### src/rtl/iomsf_defines.vh
/*
 * Constants for the I/O and miscellaneous status flag group: flag bit
 * positions, widths, reset values and timing counts.
 * Assumes a 20 MHz system clock and inclusion by bare name.
 */
`ifndef IOMSF_DEFINES_VH
`define IOMSF_DEFINES_VH

// Flag bit positions
`define IOMSF_BIT_HSS3_SHORT     0
`define IOMSF_BIT_HSS2_SHORT     1
`define IOMSF_BIT_SPI_PARITY     2
`define IOMSF_BIT_SEL_STUCK      3
`define IOMSF_BIT_SUPPLY2_UV     4
`define IOMSF_BIT_SUPPLY1_OV     5
`define IOMSF_BIT_HSS0_HOT       6
`define IOMSF_BIT_WD_FLASH_HALF  7
`define IOMSF_BIT_WAKE_IO13      8
`define IOMSF_BIT_WAKE_IO02      9
`define IOMSF_BIT_SPI_WAKE       10
`define IOMSF_BIT_FORCED_WAKE    11
`define IOMSF_BIT_INT_TIMEOUT    12
`define IOMSF_BIT_LP_REG_OFF     13
`define IOMSF_BIT_RESET_REQ      14
`define IOMSF_BIT_DEBUG_HW_EXIT  15

`define IOMSF_FLAGS_W            16
`define IOMSF_FLAGS_RESET        16'h0000
`define IOMSF_WAKE_PINS          4
`define IOMSF_WD_W               16

// Timing
`define IOMSF_CLK_PERIOD_NS      50
`define IOMSF_SEL_LOW_LIMIT_NS   2000000
`define IOMSF_SEL_STUCK_CYC      (`IOMSF_SEL_LOW_LIMIT_NS / `IOMSF_CLK_PERIOD_NS)
`define IOMSF_INT_TIMEOUT_CYC    2000
`define IOMSF_TIMER_W            17

`endif

### src/rtl/iomsf_flags.v
/*
 * I/O and miscellaneous status flag group: latches switch faults, SPI
 * faults, battery supply faults, watchdog progress in flash mode, wake
 * sources, interrupt timeout, low-power entry, reset request and debug
 * exit, and returns them to the SPI core with clear-on-read.
 * Assumes the SPI core gives one read strobe per flag-group read and that
 * the analog comparators deliver clean levels synchronous to the clock.
 */
`timescale 1ns/1ns
`include "iomsf_defines.vh"

module iomsf_flags #(
    parameter integer SEL_STUCK_CYC = `IOMSF_SEL_STUCK_CYC,
    parameter integer INT_TIMEOUT_CYC = `IOMSF_INT_TIMEOUT_CYC,
    parameter integer WD_W = `IOMSF_WD_W
) (
    input  wire                       SYS_CLK_IN,                 // System clock, 20 MHz
    input  wire                       SYS_RST_IN,                 // Synchronous reset, active high
    input  wire                       HIGH_SIDE_SWITCH3_SHORT_IN, // I/O-3 switch shorted to ground
    input  wire                       HIGH_SIDE_SWITCH2_SHORT_IN, // I/O-2 switch shorted to ground
    input  wire                       SPI_PARITY_ERR_IN,          // Pulse: frame parity failed
    input  wire                       SPI_SELECT_BAR_IN,          // SPI select, active low
    input  wire                       BATTERY_SUPPLY_TWO_LOW_IN,  // Supply two below low limit
    input  wire                       BATTERY_SUPPLY_ONE_HIGH_IN, // Supply one above high limit
    input  wire                       HIGH_SIDE_SWITCH0_HOT_IN,   // I/O-0 switch over temperature
    input  wire                       FLASH_MODE_IN,              // Flash programming mode active
    input  wire [WD_W-1:0]            WD_ELAPSED_IN,              // Watchdog cycles elapsed
    input  wire [WD_W-1:0]            WD_PERIOD_IN,               // Watchdog programmed period
    input  wire [`IOMSF_WAKE_PINS-1:0] WAKE_IO_IN,                // Pulses: wake seen per I/O pin
    input  wire                       SPI_WAKE_IN,                // Pulse: SPI wake command
    input  wire                       LOW_POWER_REGULATOR_ON_IN,  // In low power, regulator on
    input  wire                       FORCED_WAKE_IN,             // Pulse: timer forced wake
    input  wire                       INT_ASSERTED_IN,            // Interrupt output asserted
    input  wire                       LOW_POWER_REGULATOR_OFF_IN, // Pulse: regulator-off mode chosen
    input  wire                       SPI_RESET_REQ_IN,           // Pulse: SPI asks for reset mode
    input  wire                       RESET_MODE_IN,              // Device in reset mode
    input  wire                       DEBUG_MODE_IN,              // Device in debug mode
    input  wire                       DEBUG_ENTRY_PIN_LOW_IN,     // Debug pin below exit voltage
    input  wire                       READ_STB_IN,                // Pulse: host reads flag group
    output reg  [`IOMSF_FLAGS_W-1:0]  FLAGS_OUT,                  // Live latched flags
    output reg  [`IOMSF_FLAGS_W-1:0]  READ_DATA_OUT,              // Flags captured at read
    output reg                        READ_VALID_OUT              // Pulse: capture done
);
    localparam integer FW = `IOMSF_FLAGS_W;

    // Next flag value; the set wins over a clear in the same cycle
    function flag_next;
        input cur;
        input set;
        input cause;
        input rd;
        begin
            flag_next = set | (cur & ~(rd & ~cause));
        end
    endfunction

    // Rising edge of a sampled level
    function rise;
        input now;
        input last;
        begin
            rise = now & ~last;
        end
    endfunction

    // Falling edge of a sampled level
    function fall;
        input now;
        input last;
        begin
            fall = ~now & last;
        end
    endfunction

    // Elapsed count strictly beyond half of the period
    function past_half;
        input [WD_W-1:0] elapsed;
        input [WD_W-1:0] period;
        begin
            past_half = {elapsed, 1'b0} > {1'b0, period};
        end
    endfunction

    reg  [FW-1:0] flags_r;
    reg  [FW-1:0] flags_nxt;
    reg  [FW-1:0] set_vec;
    reg  [FW-1:0] cause_vec;
    reg           wd_half_last_r;
    reg           reset_mode_last_r;
    reg           debug_mode_last_r;
    reg           reset_req_seen_r;
    reg           reset_req_seen_nxt;
    wire          sel_stuck;
    wire          int_timeout;
    wire          wd_half;
    wire          wd_half_cross;
    wire          reset_mode_fall;
    wire          debug_fall;
    integer       i;

    iomsf_level_timer #(
        .LIMIT (SEL_STUCK_CYC),
        .CW    (`IOMSF_TIMER_W)
    ) u_sel_timer (
        .clk_in     (SYS_CLK_IN),
        .rst_in     (SYS_RST_IN),
        .level_in   (~SPI_SELECT_BAR_IN),
        .expire_out (sel_stuck)
    );

    iomsf_level_timer #(
        .LIMIT (INT_TIMEOUT_CYC),
        .CW    (`IOMSF_TIMER_W)
    ) u_int_timer (
        .clk_in     (SYS_CLK_IN),
        .rst_in     (SYS_RST_IN),
        .level_in   (INT_ASSERTED_IN),
        .expire_out (int_timeout)
    );

    // Flash mode watchdog past half, and its crossing
    assign wd_half         = FLASH_MODE_IN & past_half(WD_ELAPSED_IN, WD_PERIOD_IN);
    assign wd_half_cross   = rise(wd_half, wd_half_last_r);

    // Mode exits seen in the same cycle the mode input drops, against its last sample
    assign reset_mode_fall = fall(RESET_MODE_IN, reset_mode_last_r);
    assign debug_fall      = fall(DEBUG_MODE_IN, debug_mode_last_r);

    always @* begin
        set_vec   = {FW{1'b0}};
        cause_vec = {FW{1'b0}};

        set_vec[`IOMSF_BIT_HSS3_SHORT]    = HIGH_SIDE_SWITCH3_SHORT_IN;
        cause_vec[`IOMSF_BIT_HSS3_SHORT]  = HIGH_SIDE_SWITCH3_SHORT_IN;
        set_vec[`IOMSF_BIT_HSS2_SHORT]    = HIGH_SIDE_SWITCH2_SHORT_IN;
        cause_vec[`IOMSF_BIT_HSS2_SHORT]  = HIGH_SIDE_SWITCH2_SHORT_IN;

        set_vec[`IOMSF_BIT_SPI_PARITY]    = SPI_PARITY_ERR_IN;
        set_vec[`IOMSF_BIT_SEL_STUCK]     = sel_stuck;

        set_vec[`IOMSF_BIT_SUPPLY2_UV]    = BATTERY_SUPPLY_TWO_LOW_IN;
        cause_vec[`IOMSF_BIT_SUPPLY2_UV]  = BATTERY_SUPPLY_TWO_LOW_IN;
        set_vec[`IOMSF_BIT_SUPPLY1_OV]    = BATTERY_SUPPLY_ONE_HIGH_IN;
        cause_vec[`IOMSF_BIT_SUPPLY1_OV]  = BATTERY_SUPPLY_ONE_HIGH_IN;
        set_vec[`IOMSF_BIT_HSS0_HOT]      = HIGH_SIDE_SWITCH0_HOT_IN;
        cause_vec[`IOMSF_BIT_HSS0_HOT]    = HIGH_SIDE_SWITCH0_HOT_IN;

        // Crossing only, so a read can clear while still past half
        set_vec[`IOMSF_BIT_WD_FLASH_HALF] = wd_half_cross;

        set_vec[`IOMSF_BIT_WAKE_IO13]     = WAKE_IO_IN[1] | WAKE_IO_IN[3];
        set_vec[`IOMSF_BIT_WAKE_IO02]     = WAKE_IO_IN[0] | WAKE_IO_IN[2];
        set_vec[`IOMSF_BIT_SPI_WAKE]      = SPI_WAKE_IN & LOW_POWER_REGULATOR_ON_IN;
        set_vec[`IOMSF_BIT_FORCED_WAKE]   = FORCED_WAKE_IN;
        set_vec[`IOMSF_BIT_INT_TIMEOUT]   = int_timeout;
        set_vec[`IOMSF_BIT_LP_REG_OFF]    = LOW_POWER_REGULATOR_OFF_IN;

        // Flag raised as reset mode ends after an SPI request
        set_vec[`IOMSF_BIT_RESET_REQ]     = reset_req_seen_r & reset_mode_fall;

        // Debug left while the pin is below its exit voltage
        set_vec[`IOMSF_BIT_DEBUG_HW_EXIT] = debug_fall & DEBUG_ENTRY_PIN_LOW_IN;
    end

    always @* begin
        flags_nxt = flags_r;
        for (i = 0; i < FW; i = i + 1) begin
            flags_nxt[i] = flag_next(flags_r[i], set_vec[i], cause_vec[i], READ_STB_IN);
        end
    end

    always @* begin
        reset_req_seen_nxt = reset_req_seen_r;
        if (SPI_RESET_REQ_IN)
            reset_req_seen_nxt = 1'b1;
        else if (reset_mode_fall)
            reset_req_seen_nxt = 1'b0;
    end

    always @(posedge SYS_CLK_IN) begin
        if (SYS_RST_IN) begin
            flags_r           <= `IOMSF_FLAGS_RESET;
            wd_half_last_r    <= 1'b0;
            reset_mode_last_r <= 1'b0;
            debug_mode_last_r <= 1'b0;
            reset_req_seen_r  <= 1'b0;
        end else begin
            flags_r           <= flags_nxt;
            wd_half_last_r    <= wd_half;
            reset_mode_last_r <= RESET_MODE_IN;
            debug_mode_last_r <= DEBUG_MODE_IN;
            reset_req_seen_r  <= reset_req_seen_nxt;
        end
    end

    // Read data is the pre-clear value of the same cycle
    always @(posedge SYS_CLK_IN) begin
        if (SYS_RST_IN) begin
            FLAGS_OUT      <= `IOMSF_FLAGS_RESET;
            READ_DATA_OUT  <= `IOMSF_FLAGS_RESET;
            READ_VALID_OUT <= 1'b0;
        end else begin
            FLAGS_OUT      <= flags_nxt;
            READ_VALID_OUT <= READ_STB_IN;
            if (READ_STB_IN)
                READ_DATA_OUT <= flags_r;
        end
    end
endmodule

### src/rtl/iomsf_level_timer.v
/*
 * Level duration timer: counts cycles while a level is active and gives
 * one pulse when the level has stood longer than the limit.
 * Assumes the level is synchronous to the clock.
 */
`timescale 1ns/1ns
`include "iomsf_defines.vh"

module iomsf_level_timer #(
    parameter integer LIMIT = 16,
    parameter integer CW    = `IOMSF_TIMER_W
) (
    input  wire          clk_in,     // System clock
    input  wire          rst_in,     // Synchronous reset, active high
    input  wire          level_in,   // Level being timed
    output reg           expire_out  // One pulse when limit exceeded
);
    localparam [CW-1:0] LIMIT_C = LIMIT[CW-1:0];

    reg [CW-1:0] count_r;
    reg          done_r;

    always @(posedge clk_in) begin
        if (rst_in) begin
            count_r    <= {CW{1'b0}};
            done_r     <= 1'b0;
            expire_out <= 1'b0;
        end else if (!level_in) begin
            count_r    <= {CW{1'b0}};
            done_r     <= 1'b0;
            expire_out <= 1'b0;
        end else begin
            // Saturate; pulse once per active stretch
            if (count_r != LIMIT_C)
                count_r <= count_r + {{(CW-1){1'b0}}, 1'b1};
            expire_out <= (count_r == LIMIT_C) && !done_r;
            if (count_r == LIMIT_C)
                done_r <= 1'b1;
        end
    end
endmodule

### config.mk
export PLATFORM = sky130hd
export DESIGN_NAME = iomsf_flags
export DESIGN_NICKNAME = d
export VERILOG_FILES = /design/src/rtl/iomsf_flags.v /design/src/rtl/iomsf_level_timer.v
export VERILOG_INCLUDE_DIRS = /design/src /design/src/rtl
export SDC_FILE = /design/constraint.sdc
export NUM_CORES = 1
export LEC_CHECK = 0
export ABC_CLOCK_PERIOD_IN_PS = 1800
export BUFFER_PORTS_ARGS = -buffer_cell sky130_fd_sc_hd__buf_4
export CAP_MARGIN = 20
export CORE_MARGIN = 2
export CORE_UTILIZATION = 40
export CTS_BUF_LIST = sky130_fd_sc_hd__clkbuf_4
export CTS_CLUSTER_DIAMETER = 200
export DETAILED_ROUTE_END_ITERATION = 10
export GPL_TIMING_DRIVEN = 0
export HOLD_SLACK_MARGIN = 0.1
export PLACE_DENSITY = 0.76
export REMOVE_ABC_BUFFERS = 1
export SLEW_MARGIN = 10
export SYNTH_ARGS = -nofsm -noshare
export SYNTH_HDL_FRONTEND = slang
export SYNTH_SLANG_ARGS = --single-unit
### constraint.sdc
create_clock -name SYS_CLK_IN -period 1.8 [get_ports SYS_CLK_IN]
set_input_delay 0.18 -clock SYS_CLK_IN [delete_from_list [all_inputs] [get_ports SYS_CLK_IN]]
set_output_delay 0.18 -clock SYS_CLK_IN [all_outputs]
set_load 0.05 [all_outputs]
Word level (Yosys, flattened, before mapping)
Index checks and enable logic that the tools add are counted.
- add/subtract/negate cells: 2
- magnitude comparators: 1
- eq/ne operators: 4
- muxes and demuxes: 2
- bitwise gates (word level): 61
- reduce and logical (&&, ||, !) cells: 7
- operators with widths (kind ; number):
    $add A17 B1 Y17 const B ; 2
    $and A1 B1 Y1 ; 28
    $or A1 B1 Y1 ; 18
    $eq A17 B11 Y1 const B ; 1
    $eq A17 B16 Y1 const B ; 1
    $gt A17 B16 Y1 ; 1
    $ne A17 B11 Y1 const B ; 1
    $ne A17 B16 Y1 const B ; 1
    $not A1 Y1 ; 15
    $reduce_or A2 Y1 ; 2
    $logic_and A1 B1 Y1 ; 2
    $logic_not A1 Y1 ; 2
    $mux W1 ; 2
    $reduce_bool A2 Y1 ; 1
- bits in registers: 75
- input port bits: 56

Depth between registers and ports, before layout
- word-level depth: 5
- mapped depth: 7
- mapped depth without buffers: 7

By module
A second synthesis with hierarchy kept.
- cells, all modules: 376
- area total of the unflattened synthesis: 3399.5 µm²
- by module, submodules not included (module ; instances ; cells each ; area an instance (µm²)):
    iomsf_flags ; 1 ; 177 ; 1627.8
    iomsf_level_timer at u_sel_timer ; 1 ; 104 ; 903.4
    iomsf_level_timer at u_int_timer ; 1 ; 95 ; 868.3

Worst setup path before layout
No wires, ideal clock.
- path type: input -> register
- start point: input WD_PERIOD_IN[14]
- end point: register flags_r[7]
- arrival: 1392 ps
- required time: 1683 ps
- slack: 290 ps
- stages on the path: 7
- path buffers: 0
- path through: inv_1 ha_1 nand4b_1 nor4_2 a311oi_1 nor2b_1 a32o_1
- cells in the longest elaborated chain, start to end: 4
- ends and longest elaborated chain (item ; RTL line ; source):
    from (decl) ; iomsf_flags.v:28 ; input wire [WD_W-1:0] WD_PERIOD_IN,
    $gt A17 B16 Y1 ; iomsf_flags.v:80 ; past_half = {elapsed, 1'b0} > {1'b0, period};
    $and A1 B1 Y1 ; iomsf_flags.v:122 ; assign wd_half = FLASH_MODE_IN & past_half(WD_ELAPSED_IN, WD_PERIOD_IN);
    $and A1 B1 Y1 ; iomsf_flags.v:62 ; rise = now & ~last;
    $or A1 B1 Y1 ; iomsf_flags.v:53 ; flag_next = set | (cur & ~(rd & ~cause));
    to (signal assigned) ; iomsf_flags.v:182 ; flags_r <= `IOMSF_FLAGS_RESET;
    to (signal assigned) ; iomsf_flags.v:188 ; flags_r <= flags_nxt;
    to (decl) ; iomsf_flags.v:84 ; reg [FW-1:0] flags_r;
No other way between the ends.
A chain may end at the register's enable or synchronous reset.

Final worst setup path
- start point: input READ_STB_IN
- end point: register flags_r[9]
- cells in the longest elaborated chain, start to end: 3
- ends and longest elaborated chain (item ; RTL line ; source):
    from (decl) ; iomsf_flags.v:39 ; input wire READ_STB_IN,
    $not A1 Y1 ; iomsf_flags.v:53 ;
    $and A1 B1 Y1 ; iomsf_flags.v:53 ;
    $or A1 B1 Y1 ; iomsf_flags.v:53 ;
No other way between the ends.

==> results.sh <==
export IMPL_outcome="finished, final reports clean"
export IMPL_die_x_um=94.32
export IMPL_initial_core_util_pct=41.79
export IMPL_drc_errors=0
export IMPL_finalCritPeriodShare_pct=92.18
export IMPL_clockBufferDepth=2
export IMPL_syn_area_um2=3263
export IMPL_clk_latency_ps=420
export IMPL_synthArstFlopShare_pct=0
export IMPL_clkTransAtPathRegs_ps=120
export IMPL_finalMaxSlewViolations=0
export IMPL_crit_family="buffers and inverters"
export IMPL_nets=544
export IMPL_regArea_um2=1501
export IMPL_grt_antenna_before_repair=0
export IMPL_yosysMostFrequentCell="dfxtp_1"
export IMPL_antennaDiodeCount=0
export IMPL_cts_tree="done"
export IMPL_hold_violations=0
export IMPL_cp_max_fo=17
export IMPL_final_setup_viol_count=0
export IMPL_synth_top_cells_by_area="dfxtp_1 (46%), nor2_1 (7.7%), ha_1 (7.3%)"
export IMPL_power_mw=3.253
export IMPL_ant_nets=0
export IMPL_drv_cap=0
export IMPL_drive_gt1_share_pct=24.05
export IMPL_cts_root_buf="clkbuf_4"
export IMPL_path_cells="buf_4 -> clkinv_1 -> a211oi_1 -> dlygate4sd3_1 -> nor2_1"
export IMPL_overflow=0
export IMPL_ir_drop_mv=0.3883
export IMPL_ctsHtreeMaxLevel=3
export IMPL_synth_seq_area_share_pct=46.01
export IMPL_synth_ff_type="dfxtp_1"
export IMPL_dr_pass1_iters=4
export IMPL_endpoint_kind="flip-flop"
export IMPL_rsz0062_at_grt="false"
export IMPL_tns_ps=0
export IMPL_grt_max_degree=39
export IMPL_gp_congestion=0.7543
export IMPL_yosys_warnings=0
export IMPL_synthCells=358
export IMPL_critPathKind="in2reg"
export IMPL_grt_pass1_wl_mm=11.36
export IMPL_avgSynthCellArea_um2=9.115
export IMPL_period_needed_ps=1659
export IMPL_synth_common_cells="dfxtp_1 (75), nor2_1 (67), inv_1 (25), a21oi_1 (24), xor2_1 (22)"
export IMPL_vias_per_cell=4.818
export IMPL_cp_start_kind="input port"
export IMPL_num_vias=2775
export IMPL_num_fill_cells=644
export IMPL_powerDensity_nw_per_um2=744.2
export IMPL_slew_headroom_pct=64.59
export IMPL_critPathSlowestCell="dlygate4sd3_1"
export IMPL_synth_seq_cells=75
export IMPL_finClkSkew_ps=15.08
export IMPL_grt_use_total_pct=15.89
export IMPL_synthToLayoutAreaGrowth_pct=33.97
export IMPL_wirelength_mm=6.885
export IMPL_drt_iter0_markers=82
export IMPL_cp_arrival_ps=1960
export IMPL_clkSinkCount=75
export IMPL_rows=32
export IMPL_yosysTopAreaCell="dfxtp_1"
export IMPL_synth_cell_types=41
export IMPL_grt_pass1_vias=2746
export IMPL_power_leakage_nw=1.939
export IMPL_core_area_um2=7807
export IMPL_critical_path_required_ps=2110
export IMPL_synth_edf_count=0
export IMPL_post_cts_resized=0
export IMPL_worst_pin_slew_ps=529.9
export IMPL_slowest_delay_ps=590
export IMPL_fmax_mhz=602.7
export IMPL_cts_buffers=9
export IMPL_critPathBufInv=3
export IMPL_dpl_hpwl_mm=4.817
export IMPL_port_buffers=88
export IMPL_multi_input_area_um2=1623
export IMPL_die_h_um=94.32
export IMPL_ios=89
export IMPL_die_area_um2=8896
export IMPL_synth_top_area_share_pct=46.01
export IMPL_min_delay_path_class="in2reg"
export IMPL_wl_per_cell_um=11.95
[timing repair]
action                                  4_1_cts  5_1_grt
endpoints found under the setup margin        0        3
hold buffers                                 21        0
hold endpoints to repair                     18        0
setup buffers                                 0        1
[worst register-to-register path, cell delays in order (launching register included)]
cell,delay [ps]
dfxtp_1,360
inv_1,60
ha_1,140
nand2_1,50
nor3_1,200
nand4_1,330
xnor2_1,240
nor2_1,60
[kinds of logic after synthesis]
| logic type | synth area share, % |
|---|---|
| muxes | 5.215 |
| xor gates and xnor gates | 7.247 |
| DFF | 46.01 |
| and+or+nand+nor | 23.01 |
| adders and majority gates | 7.285 |
| AOI/OAI and AO/OA | 6.979 |
| buffers and inverters | 4.256 |
[where the power goes]
group          switching, mW  total (mW)  internal [mW]  leakage [nW]
clock network          0.607        1.04          0.432        0.0729
registers             0.0286        1.73           1.70         0.611
logic                  0.264       0.484          0.220          1.26
[per-stage QoR]
step / instances / area (µm²) / setup slack, ps / utilization (%) / hold slack [ps]
2_1_floorplan: 348 / 3222 / 290.1 / - / 246.7
3_3_place_gp: 538 / 4010 / 100.8 / 51.36 / 384.3
3_5_place_dp: 538 / 4010 / 61.58 / 51.36 / 397.3
4_1_cts: 575 / 4364 / 108.0 / 55.90 / 101.2
5_1_grt: 576 / 4372 / 13.57 / 55.99 / 142.2
6_report: 576 / 4372 / 140.8 / 55.99 / 130.4
[sequential cells by signal, summed over array words and instances, names as in the netlist]
register                count
debug_mode_last_r           1
u_int_timer.count_r        17
reset_req_seen_r            1
u_sel_timer.count_r        17
READ_VALID_OUT              1
READ_DATA_OUT              16
u_int_timer.expire_out      1
u_sel_timer.done_r          1
u_sel_timer.expire_out      1
flags_r                    16
wd_half_last_r              1
reset_mode_last_r           1
u_int_timer.done_r          1
[cell usage in the layout, fill, tap and decap left out, types with 5 or more instances in the layout]
cell type,synthesis,routed
a21oi_1,24,24
buf_4,0,89
clkbuf_4,0,9
dfxtp_1,75,75
dlygate4sd3_1,0,21
ha_1,19,19
inv_1,25,25
mux2i_1,17,17
nand2_1,17,17
nand3_1,14,14
nand4_1,8,8
nor2_1,67,67
nor3_1,5,5
nor4b_1,5,5
xnor2_1,5,5
xor2_1,22,22
[metal layers]
layer	up-vias	track usage [%]	wire, µm
met1	1271	18.14	3067
met3	7	4.334	482
met2	68	28.51	3273
met4	0	5.435	61
met5	-	0	0
li1	1429	-	-
[final cells by class]
type / count / share of cell area (%)
multi-input cells: 247 / 37.12
flip-flops and latches: 75 / 34.34
repair buffers: 110 / 20.09
well taps: 102 / 2.919
inverters: 26 / 2.232
clock inverters: 7 / 1.746
clock buffers: 9 / 1.546
[path summary, 6_finish.rpt]
path | endpoint | slack, ps | cells past startpoint | from
max reg2reg | u_sel_timer.count_r[0]$_SDFFE_PP0P_ | 250 | 7 | u_sel_timer.count_r[0]$_SDFFE_PP0P_
max | flags_r[9]$_SDFF_PP0_ | 140 | 5 | READ_STB_IN
min reg2reg | u_int_timer.expire_out$_SDFF_PP0_ | 420 | 1 | u_int_timer.done_r$_SDFFE_PP0N_
min | wd_half_last_r$_SDFF_PP0_ | 130 | 4 | FLASH_MODE_IN
Power figures use the tool's default switching activity.
